## config.mk

```make
export PLATFORM = sky130hd
export DESIGN_NAME = tps_port
export DESIGN_NICKNAME = d
export VERILOG_FILES = /design/src/hdl/tps_pkg.sv /design/src/hdl/tps_rx_if.sv /design/src/hdl/tps_rx.sv /design/src/hdl/tps_port.sv
export SDC_FILE = /design/constraint.sdc
export NUM_CORES = 1
export LEC_CHECK = 0
export ABC_AREA = 1
export BUFFER_PORTS_ARGS = -buffer_cell sky130_fd_sc_hd__buf_4
export CORE_ASPECT_RATIO = 0.5
export CORE_MARGIN = 5
export CORE_UTILIZATION = 35
export DETAILED_ROUTE_END_ITERATION = 12
export SLEW_MARGIN = 20
export SYNTH_ARGS = -nofsm -noshare
export SYNTH_HDL_FRONTEND = slang
export SYNTH_SLANG_ARGS = --single-unit
```

## constraint.sdc

```tcl
create_clock -name clk -period 8.1 [get_ports clk]
set_input_delay 0 -clock clk [delete_from_list [all_inputs] [get_ports clk]]
set_output_delay 0 -clock clk [all_outputs]
set_load 0.03 [all_outputs]
```

## src/hdl/tps_pkg.sv

```systemverilog
// Constants, field layout and types of the ticket printer serial port.
// Assumes a 20 MHz system clock and word-wide AHB-Lite register access.
package tps_pkg;
   localparam int unsigned CLK_HZ = 20_000_000;
   localparam int unsigned BAUD_DEF = 9600;
   localparam logic [15:0] DIV16_RST = 16'(CLK_HZ / (BAUD_DEF * 16));
   localparam int unsigned PAPER_WAIT_MS = 100;
   localparam int unsigned PAPER_WAIT_CYC = (CLK_HZ / 1000) * PAPER_WAIT_MS;
   localparam int unsigned DW = 32;
   // Register byte offsets
   localparam logic [7:0] A_CTRL = 8'h00;
   localparam logic [7:0] A_BAUD = 8'h04;
   localparam logic [7:0] A_TX = 8'h08;
   localparam logic [7:0] A_STAT = 8'h0c;
   localparam logic [7:0] A_DATE = 8'h10;
   localparam logic [7:0] A_CNT = 8'h14;
   localparam logic [7:0] A_CMD = 8'h18;
   // Control register fields
   localparam int C_MODE = 0;
   localparam int C_KIND = 2;
   localparam int C_CTS = 5;
   localparam int C_PAR_EN = 6;
   localparam int C_PAR_ODD = 7;
   localparam int C_MFIRST = 8;
   localparam int C_STIME = 9;
   localparam int C_COMP = 10;
   localparam int C_SIGN = 11;
   localparam int C_POLL = 12;
   localparam int C_TGT_HH = 13;
   localparam int C_PASS = 14;
   localparam logic [14:0] CTRL_RST = 15'h00c0;
   // Communications modes and printer kinds
   localparam logic [1:0] M_PRN = 2'h0;
   localparam logic [1:0] M_HH = 2'h1;
   localparam logic [1:0] M_BOTH = 2'h2;
   localparam logic [2:0] K_SLIP_A = 3'h1;
   localparam logic [2:0] K_SLIP_B = 3'h3;
   // Ticket field kinds, bits 11:8 of a TX write
   localparam logic [3:0] F_HDR = 4'h1;
   localparam logic [3:0] F_TOT_S = 4'h2;
   localparam logic [3:0] F_TOT_F = 4'h3;
   localparam logic [3:0] F_GROSS = 4'h4;
   localparam logic [3:0] F_TEMP = 4'h5;
   localparam logic [3:0] F_VCF = 4'h6;
   localparam logic [3:0] F_SIGN = 4'h7;
   localparam logic [3:0] F_STIME = 4'h8;
   // Characters and limits
   localparam logic [7:0] XON = 8'h11;
   localparam logic [7:0] XOFF = 8'h13;
   localparam logic [7:0] LF = 8'h0a;
   localparam logic [7:0] PAPER_QUERY = 8'h05;
   localparam logic [7:0] PAPER_OUT_MASK = 8'h0c;
   localparam logic [1:0] HDR_LINES = 2'd2;
   localparam logic [4:0] HDR_CHARS = 5'd30;
   // Synchroniser lanes: printer rx, hand-held rx, printer cts
   localparam int P_PRX = 0;
   localparam int P_HRX = 1;
   localparam int P_CTS = 2;
   localparam logic [2:0] SYNC_RST = 3'h3;
   typedef enum logic [3:0] {
      S_IDLE = 4'b0001,
      S_WAITP = 4'b0010,
      S_NUM = 4'b0100,
      S_OPEN = 4'b1000
   } tps_state_t;
endpackage : tps_pkg

```

## src/hdl/tps_rx_if.sv

```systemverilog
// Link between the port core and its receiver.
// Assumes both ends run on the same clock.
interface tps_rx_if;
   logic tick16;
   logic line;
   logic par_en;
   logic par_odd;
   logic vld;
   logic [7:0] data;
   logic perr;
   modport core (output tick16, line, par_en, par_odd, input vld, data, perr);
   modport rx (input tick16, line, par_en, par_odd, output vld, data, perr);
endinterface : tps_rx_if

```

## src/hdl/tps_rx.sv

```systemverilog
// Serial receiver, 16x oversampled, 8 data bits, optional parity.
// Assumes line is already synchronised to clk.
module tps_rx (
   // Clock and reset
   input wire logic clk,
   input wire logic sys_rst,
   // Core side
   tps_rx_if.rx b
);
   import tps_pkg::*;
   typedef struct packed {
      logic busy;
      logic [3:0] sub;
      logic [3:0] n;
      logic [8:0] sh;
      logic vld;
      logic [7:0] data;
      logic perr;
   } tps_rx_state_t;
   tps_rx_state_t q, n;
   logic [3:0] last;

   // Sample mid-bit; a start bit gone high at mid-bit is a glitch
   always_comb begin
      n = q;
      n.vld = 1'b0;
      last = b.par_en ? 4'd10 : 4'd9;
      if (b.tick16) begin
         if (!q.busy) begin
            if (!b.line) begin
               n.busy = 1'b1;
               n.sub = 4'h0;
               n.n = 4'h0;
            end
         end else begin
            n.sub = q.sub + 4'h1;
            if (q.sub == 4'h7) begin
               n.n = q.n + 4'h1;
               if (q.n == 4'h0) begin
                  n.busy = !b.line;
               end else if (q.n == last) begin
                  n.busy = 1'b0;
                  n.vld = b.line;
                  n.data = b.par_en ? q.sh[7:0] : q.sh[8:1];
                  n.perr = b.par_en & ((^q.sh) != b.par_odd);
               end else begin
                  n.sh = {b.line, q.sh[8:1]};
               end
            end
         end
      end
   end

   // State register
   always_ff @(posedge clk or posedge sys_rst) begin
      if (sys_rst) begin
         q <= '0;
      end else begin
         q <= n;
      end
   end

   assign b.vld = q.vld;
   assign b.data = q.data;
   assign b.perr = q.perr;
endmodule : tps_rx

```

## src/hdl/tps_port.sv

```systemverilog
// Ticket printer serial port: routing, flow control, paper check, ticket fields.
// Assumes an AHB-Lite master on clk; serial pins are asynchronous.
// How it works
// - Three modes; mode field writable only while no ticket runs.
// - Printer-only mode: hand-held line idles high.
// - Computer-only mode: printer line idles high, traffic on hand-held.
// - Combined mode: target bit sends traffic to one connector only.
// - Combined mode: pass bit wires hand-held receive straight to printer transmit.
// - Kind field selects printer type; kinds 1 and 3 are slip printers.
// - With CTS enabled, no byte starts while printer holds CTS high.
// - With CTS disabled, Xon/Xoff flow control is used.
// - Slip printers: query paper, start ticket only on good reply.
// - Reset gives 9600 baud, 8 bits, odd parity, CTS off.
// - Header characters beyond two lines of thirty are dropped.
// - Delivery counter advances per ticket and prints first.
// - Date order bit and start-time enable bit steer printed fields.
// - Ticket end flags an error unless both totals were sent.
// - Gross total only with compensation; status shows plain label.
// - Temperature printed only with compensation.
// - Signature line printed only when enabled.
// - Computer-only mode: poll bit picks polled or interrupt hand-held exchange.
//
// Implementation choices: the placing of the registers and the AHB-Lite interface to the registers.
module tps_port #(
   parameter int unsigned PAPER_WAIT = tps_pkg::PAPER_WAIT_CYC
) (
   // Clock and reset
   input wire logic clk,
   input wire logic sys_rst,
   // AHB-Lite slave
   input wire logic hsel,
   input wire logic [tps_pkg::DW-1:0] haddr,
   input wire logic [1:0] htrans,
   input wire logic hwrite,
   input wire logic [2:0] hsize,
   input wire logic [tps_pkg::DW-1:0] hwdata,
   input wire logic hready,
   output logic hreadyout,
   output logic hresp,
   output logic [tps_pkg::DW-1:0] hrdata,
   // Printer connector
   output logic prn_txd,
   input wire logic prn_rxd,
   input wire logic prn_cts,
   // Hand-held connector
   output logic hh_txd,
   input wire logic hh_rxd,
   // Hand-held exchange style
   output logic hh_poll_style
);
   import tps_pkg::*;
   typedef struct packed {
      logic [14:0] ctrl;
      logic [15:0] div;
      logic [15:0] date;
      logic [15:0] cnt;
      logic a_wr;
      logic [7:0] a_addr;
      logic [31:0] rdata;
      logic rdy;
      logic [15:0] tcnt;
      logic tick;
      logic [2:0] s1;
      logic [2:0] s2;
      logic [2:0] s3;
      logic [2:0] cln;
      tps_state_t st;
      logic [2:0] idx;
      logic [31:0] wcnt;
      logic paper_ok;
      logic paper_fail;
      logic tot_s;
      logic tot_f;
      logic tot_err;
      logic ovr;
      logic [1:0] hline;
      logic [4:0] hcol;
      logic [7:0] hold;
      logic hold_vld;
      logic xoff;
      logic [10:0] sh;
      logic [3:0] nb;
      logic [3:0] sub;
      logic busy;
      logic ptx;
      logic htx;
      logic poll;
   } tps_main_t;
   tps_main_t q, n;
   tps_rx_if rxb ();
   logic [1:0] mode;
   logic slip, to_hh, pass, cts_busy, pause, line, keep;
   logic cmd_start, cmd_end, txw;
   logic [3:0] fk;
   logic [7:0] ch, asc;
   logic [15:0] sel;
   logic [3:0] nib;

   // Routing decode shared by receiver and transmitter
   assign mode = q.ctrl[C_MODE+:2];
   assign slip = (q.ctrl[C_KIND+:3] == K_SLIP_A) || (q.ctrl[C_KIND+:3] == K_SLIP_B);
   assign to_hh = (mode == M_HH) || ((mode == M_BOTH) && q.ctrl[C_TGT_HH]);
   assign pass = (mode == M_BOTH) && q.ctrl[C_PASS];
   assign cts_busy = q.cln[P_CTS];
   assign rxb.tick16 = q.tick;
   assign rxb.line = to_hh ? q.cln[P_HRX] : q.cln[P_PRX];
   assign rxb.par_en = q.ctrl[C_PAR_EN];
   assign rxb.par_odd = q.ctrl[C_PAR_ODD];

   tps_rx u_rx (
      .clk(clk),
      .sys_rst(sys_rst),
      .b(rxb.rx)
   );

   // Next state of the whole port
   always_comb begin
      n = q;
      n.tick = 1'b0;
      n.rdy = 1'b1;
      n.a_wr = 1'b0;
      keep = 1'b1;
      // Baud divider gives a 16x oversampling enable
      if (q.tcnt >= q.div - 16'h1) begin
         n.tcnt = 16'h0;
         n.tick = 1'b1;
      end else begin
         n.tcnt = q.tcnt + 16'h1;
      end
      // Three-stage pin sync; a level counts once stages two and three agree
      n.s1 = {prn_cts, hh_rxd, prn_rxd};
      n.s2 = q.s1;
      n.s3 = q.s2;
      n.cln = (q.s2 & q.s3) | (q.cln & (q.s2 | q.s3));
      // Address phase: read data is captured now, so no wait states
      if (hsel && htrans[1] && hready) begin
         n.a_wr = hwrite;
         n.a_addr = haddr[7:0];
         case (haddr[7:0])
            A_CTRL: n.rdata = {17'h0, q.ctrl};
            A_BAUD: n.rdata = {16'h0, q.div};
            A_STAT: n.rdata = {19'h0, q.st, !q.ctrl[C_COMP], q.ovr, q.tot_err, q.paper_fail,
                               q.paper_ok, q.xoff, cts_busy, q.busy, q.hold_vld};
            A_DATE: n.rdata = {16'h0, q.date};
            A_CNT: n.rdata = {16'h0, q.cnt};
            default: n.rdata = 32'h0;
         endcase
      end
      // Data phase writes
      cmd_start = q.a_wr && (q.a_addr == A_CMD) && hwdata[0];
      cmd_end = q.a_wr && (q.a_addr == A_CMD) && hwdata[1];
      txw = q.a_wr && (q.a_addr == A_TX);
      fk = hwdata[11:8];
      ch = hwdata[7:0];
      if (q.a_wr && (q.a_addr == A_CTRL)) begin
         n.ctrl = hwdata[14:0];
         if (q.st != S_IDLE) begin
            n.ctrl[C_MODE+:2] = q.ctrl[C_MODE+:2];
         end
      end
      if (q.a_wr && (q.a_addr == A_BAUD)) begin
         n.div = hwdata[15:0];
      end
      if (q.a_wr && (q.a_addr == A_DATE)) begin
         n.date = hwdata[15:0];
      end
      // Software flow control only when CTS is off; a byte with bad parity could fake a pause
      if (rxb.vld && !rxb.perr && !to_hh && !q.ctrl[C_CTS]) begin
         if (rxb.data == XOFF) begin
            n.xoff = 1'b1;
         end else if (rxb.data == XON) begin
            n.xoff = 1'b0;
         end
      end
      // Pausing only between bytes keeps frames whole
      pause = !to_hh && (q.ctrl[C_CTS] ? cts_busy : q.xoff);
      if (q.busy) begin
         if (q.tick) begin
            n.sub = q.sub + 4'h1;
            if (q.sub == 4'hf) begin
               n.sh = {1'b1, q.sh[10:1]};
               n.nb = q.nb - 4'h1;
               n.busy = (q.nb != 4'h1);
            end
         end
      end else if (q.hold_vld && !pause) begin
         n.busy = 1'b1;
         n.sub = 4'h0;
         n.hold_vld = 1'b0;
         n.nb = q.ctrl[C_PAR_EN] ? 4'd11 : 4'd10;
         n.sh = {1'b1, q.ctrl[C_PAR_EN] ? ((^q.hold) ^ q.ctrl[C_PAR_ODD]) : 1'b1, q.hold, 1'b0};
      end
      line = q.busy ? q.sh[0] : 1'b1;
      n.ptx = pass ? q.cln[P_HRX] : (to_hh ? 1'b1 : line);
      n.htx = to_hh ? line : 1'b1;
      n.poll = q.ctrl[C_POLL] && (mode == M_HH);
      // Counter digits then date digits, in the chosen order
      sel = (q.idx[2] == 1'b0) ? q.cnt : (q.ctrl[C_MFIRST] ? q.date : {q.date[7:0], q.date[15:8]});
      nib = sel[{~q.idx[1:0], 2'b11} -: 4];
      asc = (nib < 4'ha) ? 8'h30 + {4'h0, nib} : 8'h37 + {4'h0, nib};
      // Field filter for ticket text written by software
      case (fk)
         F_GROSS, F_TEMP, F_VCF: keep = q.ctrl[C_COMP];
         F_SIGN: keep = q.ctrl[C_SIGN];
         F_STIME: keep = q.ctrl[C_STIME];
         F_HDR: keep = (q.hline < HDR_LINES) && ((ch == LF) || (q.hcol < HDR_CHARS));
         default: keep = 1'b1;
      endcase
      if (txw && (q.st != S_OPEN || q.hold_vld)) begin
         n.ovr = 1'b1;
      end
      // Ticket sequencer
      case (q.st)
         S_IDLE: begin
            if (cmd_start) begin
               n.cnt = q.cnt + 16'h1;
               {n.paper_ok, n.paper_fail, n.tot_s, n.tot_f, n.tot_err, n.ovr} = 6'h0;
               n.idx = 3'h0;
               n.hline = 2'h0;
               n.hcol = 5'h0;
               if (slip) begin
                  n.hold = PAPER_QUERY;
                  n.hold_vld = 1'b1;
                  n.wcnt = 32'h0;
                  n.st = S_WAITP;
               end else begin
                  n.st = S_NUM;
               end
            end
         end
         S_WAITP: begin
            n.wcnt = q.wcnt + 32'h1;
            if (rxb.vld && ((rxb.data & PAPER_OUT_MASK) == 8'h0)) begin
               n.paper_ok = 1'b1;
               n.st = S_NUM;
            end else if (rxb.vld || (q.wcnt == PAPER_WAIT - 32'h1)) begin
               n.paper_fail = 1'b1;
               n.st = S_IDLE;
            end
         end
         S_NUM: begin
            if (!q.hold_vld) begin
               n.hold = asc;
               n.hold_vld = 1'b1;
               n.idx = q.idx + 3'h1;
               if (q.idx == 3'h7) begin
                  n.st = S_OPEN;
               end
            end
         end
         S_OPEN: begin
            if (txw && !q.hold_vld) begin
               n.tot_s = q.tot_s | (fk == F_TOT_S);
               n.tot_f = q.tot_f | (fk == F_TOT_F);
               if (fk == F_HDR) begin
                  if (ch == LF) begin
                     n.hcol = 5'h0;
                     n.hline = (q.hline < HDR_LINES) ? q.hline + 2'h1 : q.hline;
                  end else if (keep) begin
                     n.hcol = q.hcol + 5'h1;
                  end
               end
               if (keep) begin
                  n.hold = ch;
                  n.hold_vld = 1'b1;
               end
            end
            if (cmd_end) begin
               n.tot_err = !(n.tot_s && n.tot_f);
               n.st = S_IDLE;
            end
         end
         default: n.st = S_IDLE;
      endcase
   end

   // State register; defaults give 9600 baud, odd parity, CTS off
   always_ff @(posedge clk or posedge sys_rst) begin
      if (sys_rst) begin
         q <= '0;
         q.ctrl <= CTRL_RST;
         q.div <= DIV16_RST;
         q.st <= S_IDLE;
         q.ptx <= 1'b1;
         q.htx <= 1'b1;
         q.s1 <= SYNC_RST;
         q.s2 <= SYNC_RST;
         q.s3 <= SYNC_RST;
         q.cln <= SYNC_RST;
      end else begin
         q <= n;
      end
   end

   assign hreadyout = q.rdy;
   assign hresp = 1'b0;
   assign hrdata = q.rdata;
   assign prn_txd = q.ptx;
   assign hh_txd = q.htx;
   assign hh_poll_style = q.poll;
endmodule : tps_port

```

# Word-level counts from Yosys, hierarchy flattened
# Index checks and enable logic that the tools add are counted.
# word_totals
ff_bits,247
latch_bits,0
ramBits,0
rom_bits,0
inputBits,77
output_inout_bits,37
word_cells,264
memories,0
# op_classes
add_sub_neg,13
n_mul,0
div_mod_pow,0
magnitude_cmp,4
eq_ne,55
n_shift,1
n_mux,69
bitwise,12
n_reduce_logical,67
# op_table
cell,n
16-bit one-hot mux with 5 select lines,1
34-bit one-hot mux with 2 select lines,1
16-bit two-way mux,4
61-bit two-way mux,1
20-bit two-way mux,3
9-bit two-way mux,6
"8-bit by 5-bit equality test with 1-bit output, second input constant",6
41-bit two-way mux,1
"16-bit by 1-bit adder with 16-bit output, second input constant",2
"32-bit by 1-bit adder with 32-bit output, second input constant",1
"32-bit by 21-bit equality test with 1-bit output, second input constant",1
32-bit two-way mux,1
10-bit two-way mux,3
"2-bit != test, second input constant",15
9-bit one-hot mux with 3 select lines,1
"4-bit by 3-bit equality test with 1-bit output, second input constant",6
"8-bit by 4-bit equality test with 1-bit output, second input constant",3
8-bit zero test,3
1-bit two-way mux,23
23-bit two-way mux,1
1-bit logical AND,22
7-bit two-way mux,3
5-bit AND reduction,4
19-bit two-way mux,1
56 further kinds,108

# Logic depth before layout (Yosys ltp)
# Gate-level depths: netlist of the first run.
# depth
depth_word,12
mapped_depth,16
ltp_nobuf,15

# Modules after synthesis
# From an unflattened synthesis of the first run, not the netlist that was laid out.
# unflattened
hier_cells,1677
area_unflattened_um2,13042.5
# by_module_without_submodules
module,instances,cells_per_inst,area_each_um2
tps_port,1,1458,11367.2
tps_rx,1,219,1675.4

# Least setup slack after synthesis of the first run
# No wires, ideal clock.
# synth_timing
path_kind,register to register
startpoint,reg q[191] (netlist bit)
endpoint,reg q[111] (netlist bit)
setup_time_ns,0.121
t_arrival_ns,2.554
t_required_ns,7.979
slack_ns,5.425
stages_incl_launch_ff,16
path_buffers,1
synth_period_minus_slack_ns,2.675
cell_sequence,dfrtp_1 -> or2_0 -> nor2_1 -> nand2_1 -> nor2_2 -> nand3_1 -> nor2_2 -> nand3_1 -> xor2_1 -> ha_1 -> nand4_1 -> nor3_1 -> nand3_1 -> nand3_1 -> buf_2 -> nor2_1
# synth_rtl
element,line,rtl
"start, declared",tps_port.sv:89,"tps_main_t q, n;"
"start signal, assigned",tps_port.sv:291,q <= n;

==> results of run 1 <==
power groups by stage:
stage / Sequential (mW) / Combinational [mW] / Clock, mW
after CTS: 1.29 / 0.309 / 1.22
final: 1.29 / 0.308 / 1.19
after global routing: 1.29 / 0.346 / 1.27
after global placement: 1.31 / 0.290 / 0
after detailed placement: 1.31 / 0.295 / 0
after floorplan: 1.28 / 0.231 / 0
per-layer routing:
layer	track usage (%)	vias to the layer above	wire length (microns)
met5	0	-	0
met4	3.96	0	885
met3	2.66	51	1950
met2	26.1	270	15100
met1	24.7	5212	16600
li1	-	5463	-
Yosys cell counts, types with 6 or more instances:
master	n
sky130_fd_sc_hd__nor2_1	149
sky130_fd_sc_hd__o22ai_1	20
sky130_fd_sc_hd__nand2_2	7
sky130_fd_sc_hd__nor3_1	41
sky130_fd_sc_hd__xnor2_1	14
sky130_fd_sc_hd__o21ai_0	114
sky130_fd_sc_hd__dfstp_2	15
sky130_fd_sc_hd__a31oi_1	16
sky130_fd_sc_hd__nor2_2	6
sky130_fd_sc_hd__xor2_1	64
sky130_fd_sc_hd__or2_2	13
sky130_fd_sc_hd__ha_1	30
sky130_fd_sc_hd__a21oi_1	43
sky130_fd_sc_hd__nand4_1	26
sky130_fd_sc_hd__inv_1	180
sky130_fd_sc_hd__buf_2	11
sky130_fd_sc_hd__inv_2	9
sky130_fd_sc_hd__nand2_1	437
sky130_fd_sc_hd__nand3_1	106
sky130_fd_sc_hd__buf_4	36
sky130_fd_sc_hd__clkbuf_1	19
sky130_fd_sc_hd__o211ai_1	11
sky130_fd_sc_hd__dfrtp_1	216
sky130_fd_sc_hd__o21ai_1	10
sky130_fd_sc_hd__nor4_1	11
path summary, 6_finish.rpt:
check | startpoint | slack, ns | end
min reg2reg | n[91] | 0.36 | n[88]
max reg2reg | q[190] | 4.92 | q[113]
min | prn_cts | 0.13 | n[93]
min in group asynchronous | sys_rst | 0.22 | q[67]
max | q[190] | 4.92 | q[113]
max in group asynchronous | sys_rst | 6.55 | q[63]
layout make-up:
type | instances | share of cell area, %
Clock buffer | 34 | 4.64
Clock inverter | 7 | 0.964
Inverter | 191 | 4.90
Multi-Input combinational cell | 1186 | 41.1
Sequential cell | 231 | 39.2
Tap cell | 484 | 4.09
Timing Repair Buffer | 89 | 5.07
flip-flops by register name, indices dropped and copies added (netlist names):
name,count
hreadyout,1
hh_txd,1
u_rx.b.data,8
n,6
u_rx.q,18
cts_busy,1
q,173
mode,2
rxb.tick16,1
prn_txd,1
u_rx.b.perr,1
hrdata,16
u_rx.b.vld,1
hh_poll_style,1
kinds of logic after synthesis:
family,Yosys count,synth area share (%)
AO/OA/AOI/OAI,238,10.3
XOR/XNOR,78,5.27
adder cells (fa/ha/maj),33,3.13
buffers and inverters,258,8.68
flip-flops,231,44.8
other,2,0.0580
AND/OR/NAND/NOR,819,27.8
timing repair:
item	in CTS	in global routing
hold buffers	33	0
setup buffers	0	0
resized for setup	0	0
endpoints found under the hold margin	201	0
==> impl_metrics.toml, run 1 <==
[place]
dpl_worst_slack_ns = 4.88
placedCellCount = 2148
placement.io_buffers = 52
gp_congestion = 0.904
total_placed_instance_area_sq_mm = 0.0136
detailed_place_hpwl_mm = 25.2

[logic_synthesis]
synth_ff_type = "sky130_fd_sc_hd__dfrtp_1"
synth_enable_flop_cells = 0
synthesis.instances = 1659
synth_area_leaders = "sky130_fd_sc_hd__dfrtp_1 (42%), sky130_fd_sc_hd__nand2_1 (13%), sky130_fd_sc_hd__inv_1 (5.2%)"
ys_ff_latch = 231
fraction_of_post_synthesis_cell_area_in_the_top_cell_type_by_area_pct = 41.7
postSynth.asyncResetShare_pct = 100
syn-mean-instance-area_sq_um = 7.81
ys.warnings.count = 0
yosys.area.top_type = "sky130_fd_sc_hd__dfrtp_1"
yosysUniqueCellTypes = 54
cell_area_after_synthesis_sq_mm = 0.0130
synth_sequential_area_ratio_pct = 44.8

[pwr]
internal_power_mw = 2.05
total_leakage_power_nw = 7.30
power_density_mw_per_mm2 = 188
sw_frac_of_total_pct = 26.6
peakVddDrop_uv = 129
pwr-share-seq_pct = 46.2
total_power_mw = 2.79
pwr-share-comb_pct = 11.0
net-switching-power_uw = 742
p_clk_share_pct = 42.8

[final_layout]
layout.cells.most_common = "sky130_fd_sc_hd__nand2_1"
layout.cells.most_common_list = "sky130_fd_sc_hd__nand2_1 (437), sky130_fd_sc_hd__dfrtp_1 (216), sky130_fd_sc_hd__inv_1 (179)"
design.final.nets = 1829
seqCellArea_sq_mm = 0.00580
antenna_cells_inserted = 0
final_core_utilization_pct = 40.8
areaGrowthSynthToFinish_pct = 14.2
drive_above_1_share_pct = 9.49
area_of_the_multi_input_gates_sq_mm = 0.00609
final_area_sq_mm = 0.0148
filler_cell_count = 3649
non_filler_instance_count_after_layout = 2222

[floorplanning]
dieArea_sq_mm = 0.0412
coreArea_sq_mm = 0.0362
die-height_microns = 146
die_width_microns = 282
initial_utilization_pct = 35.8
row_count = 49
ios = 114

[clock_network]
clkLatencyLatePin_ns = 0.53
cts.sink_count = 231
cts-buffers-inserted = 23
cts-root-to-sink-buffers = 3
path_clk_slew_ns = 0.06
cts_tree = "done"
htree_levels = 1
ctsRootBufferMaster = "sky130_fd_sc_hd__clkbuf_16"

[detailed_routing]
vias = 10996
via_per_inst = 4.95
drt_pass1_iterations = 5
drt-total-wl_mm = 34.6
ant_nets = 0
drc = 0
drt_iter0_drcs = 901
route.detailed.wl_per_inst_microns = 15.6

[worst_setup_path]
crit_chain = "nor2_1, nand2_1, nor2_1, nand2_1, nor2_2, nand3_1, nor2_2, nand3_1, xor2_1, ha_1, a21oi_1, o21ai_0, a21oi_1, nand3_1, nor3_1"
crit_type = "reg2reg"
path_depth = 15
critical_path.endpoint_type = "flop"
crit_arrival_ns = 3.60
ff2ff_path_depth = 15
crit_path_max_incr_delay_ns = 0.52
crit_path_start_kind = "flop"
critPathBufInv = 0
worstPathRequired_ns = 8.52
cell_family_with_the_largest_share_of_critical_path_delay = "simple AND/OR/NAND/NOR gates"
critical-path-top-cell-by-count = "sky130_fd_sc_hd__nand3_1"
critical_path.max_fanout = 17
critPathSlowestCell = "sky130_fd_sc_hd__nand3_1"

[sta]
finalWorstPathRequiredPeriod_ns = 3.18
worst_hold_slack_ns = 0.132
timing.final.ws_setup_ns = 4.92
timing.setup.tns_ns = 0
layout_worst_path_cycle_share_pct = 39.2
max-slew-margin-rel_pct = 34.7
report.final.hold_viol_count = 0
final-max-slew-violation-count = 0
fmax_mhz = 315
skew_ns = 0.0211
grt_setup_unrepaired = "false"
final-setup-viol-count = 0
worst_pin_slew_ns = 0.979

[status]
outcome = "completed"

[global_route]
gr-usage-all-layers_pct = 16.8
via_count_of_the_first_global_routing_pass = 10442
grt_antenna_before_repair = 0
grt_first_pass_wirelength_mm = 56.6
globalRoute.totalOverflow = 0
maximum_number_of_pins_on_one_net_before_global_route_repair = 124

[flow_run]
maxCapViolations = 0

[hold_path]
hold-path-cell-count = 2
min-delay-path-class = "in2reg"
(Power assumes the default switching activity.)
==> run 2, diff against run 1 <==
clock period = 2.61 ns   (was 8.1 ns; I/O delays follow)
==> impl_metrics.toml, run 2 (synthesized netlist as in run 1, its figures left out) <==
[final_layout]
drive_above_1_share_pct = 12.8
seqCellArea_sq_mm = 0.00580
largest_register_ff_count = 173
final_area_sq_mm = 0.0152
areaGrowthSynthToFinish_pct = 17.6
layout.cells.most_common_list = "sky130_fd_sc_hd__nand2_1 (435), sky130_fd_sc_hd__dfrtp_1 (216), sky130_fd_sc_hd__inv_1 (178)"
filler_cell_count = 3669
area_of_the_multi_input_gates_sq_mm = 0.00621
non_filler_instance_count_after_layout = 2263
antenna_cells_inserted = 0
layout.cells.most_common = "sky130_fd_sc_hd__nand2_1"
registers.top_by_ff_count = "q"
design.final.nets = 1868

[clock_network]
cts-buffers-inserted = 24
cts.sink_count = 231
cts-root-to-sink-buffers = 3
cts_tree = "done"
htree_levels = 1
path_clk_slew_ns = 0.06
ctsRootBufferMaster = "sky130_fd_sc_hd__clkbuf_16"
clkLatencyLatePin_ns = 0.54

[flow_run]
maxCapViolations = 0

[place]
gp_congestion = 0.923
dpl_worst_slack_ns = -0.0681
placedCellCount = 2182
total_placed_instance_area_sq_mm = 0.0139
placement.io_buffers = 52
detailed_place_hpwl_mm = 26.3

[detailed_routing]
route.detailed.wl_per_inst_microns = 15.7
vias = 11098
drt_iter0_drcs = 1074
drt_pass1_iterations = 5
ant_nets = 0
drt-total-wl_mm = 35.5
drc = 0
via_per_inst = 4.90

[global_route]
via_count_of_the_first_global_routing_pass = 10503
gr-usage-all-layers_pct = 17.2
grt_antenna_before_repair = 0
globalRoute.totalOverflow = 0
maximum_number_of_pins_on_one_net_before_global_route_repair = 70
grt_first_pass_wirelength_mm = 57.5

[worst_setup_path]
critPathSlowestCell = "sky130_fd_sc_hd__dfrtp_1"
crit_arrival_ns = 3.01
worstPathRequired_ns = 3.03
critical_path.endpoint_type = "flop"
crit_path_max_incr_delay_ns = 0.37
ff2ff_path_depth = 15
crit_path_start_kind = "flop"
critPathBufInv = 1
crit_type = "reg2reg"
critical_path.max_fanout = 8
reg2reg_slack_ns = 0.02
timing.rr.end = "q[98]"
crit_chain = "or2_1, nor2_2, nand2_2, nor2_4, nand3_2, nor2_2, nand3_1, xor2_1, ha_1, nand4_1, nor3_2, nand3_2, nand3_4, clkbuf_16, nor2_1"
timing.rr.start = "q[191]"
cell_family_with_the_largest_share_of_critical_path_delay = "simple AND/OR/NAND/NOR gates"

[sta]
grt_setup_unrepaired = "true"
fmax_mhz = 385
finalWorstPathRequiredPeriod_ns = 2.59
final-setup-viol-count = 0
layout_worst_path_cycle_share_pct = 99.4
worst_pin_slew_ns = 0.779
skew_ns = 0.0149
final-max-slew-violation-count = 0
report.final.hold_viol_count = 0
max-slew-margin-rel_pct = 48.1
timing.final.ws_setup_ns = 0.0155

[pwr]
peakVddDrop_uv = 368
total_power_mw = 8.48
total_leakage_power_nw = 7.52
power_density_mw_per_mm2 = 557

[hold_path]
hold-path-cell-count = 5
min-delay-path-class = "in2reg"
min_delay_worst_endpoint = "hrdata[14]"
timing.hold.worst.start = "hsel"

[floorplanning]
initial_utilization_pct = 35.8
die_width_microns = 282
row_count = 49
ios = 114
die-height_microns = 146
coreArea_sq_mm = 0.0362
dieArea_sq_mm = 0.0412

[status]
outcome = "completed"
-- run 2: cell types whose count changed in the layout (fill, tap and decap cells not counted), moves of 3 or more --
cell                        previous run  this run
sky130_fd_sc_hd__clkbuf_16            23        27
sky130_fd_sc_hd__nor3_2                1         8
sky130_fd_sc_hd__nor3_1               41        34
sky130_fd_sc_hd__buf_12                0         3
sky130_fd_sc_hd__nand3_1             106       103
sky130_fd_sc_hd__bufinv_16             4         1
sky130_fd_sc_hd__clkinv_2              0         5
sky130_fd_sc_hd__nor2_1              149       143
sky130_fd_sc_hd__nor2_4                5         9
sky130_fd_sc_hd__buf_4                56        91
-- run 2: cell type report --
class	count	area share [%]
Clock buffer	37	4.80
Clock inverter	7	0.411
Inverter	191	4.73
Multi-Input combinational cell	1186	40.8
Sequential cell	231	38.1
Tap cell	484	3.98
Timing Repair Buffer	127	7.25
-- run 2: worst max path at each step --
stage / to / depth (start not counted) / from / slack, ns
6_report: q[98] / 15 / q[191] / 0.02
5_1_grt: q[106] / 15 / q[191] / -0.21
4_1_cts: q[101] / 15 / q[192] / 0.006
3_5_place_dp: q[100] / 15 / q[192] / -0.07
3_3_place_gp: q[101] / 15 / q[192] / 0.004
2_1_floorplan: cts_busy / 1 / sys_rst / -0.40
-- run 2: metrics by stage --
| step | hold slack (ns) | util, % | setup TNS, ns |
|---|---|---|---|
| floorplan | 0.00448 | - | -86.33 |
| global placement | 0.0923 | 38.5 | 0 |
| detailed placement | 0.0869 | 38.5 | -0.447 |
| CTS | 0.00402 | 41.6 | 0 |
| global route | 0.0775 | 42.0 | -3.17 |
| finish | 0.0263 | 42.0 | 0 |
-- run 2: worst reg2reg max path: cells and delay by family (launching register included) --
kind | cells | cell delay (ns)
flip-flops | 1 | 0.37
XOR/XNOR | 1 | 0.15
adder cells (fa/ha/maj) | 1 | 0.32
AND/OR/NAND/NOR | 12 | 1.50
buffers and inverters | 1 | 0.17
-- run 2: timing repair --
item | CTS | global route
endpoints found under the hold margin | 195 | 0
cloned | 0 | 2
endpoints found under the setup margin | 16 | 17
pin swaps | 4 | 10
resized for setup | 7 | 22
hold buffers | 31 | 0
setup buffers | 1 | 3
-- run 2: routing by layer --
| layer | vias to the layer above | GRT usage (%) | part of all wire [%] |
|---|---|---|---|
| met5 | - | 0 | 0 |
| met4 | 0 | 3.62 | 2.0 |
| met3 | 39 | 2.90 | 6.1 |
| met2 | 280 | 25.3 | 42 |
| met1 | 5246 | 26.6 | 50 |
| li1 | 5533 | - | - |
-- run 2: power breakdown --
group / internal [mW] / switching, mW
Sequential: 3.79 / 0.183
Combinational: 0.380 / 0.617
Clock: 2.02 / 1.49
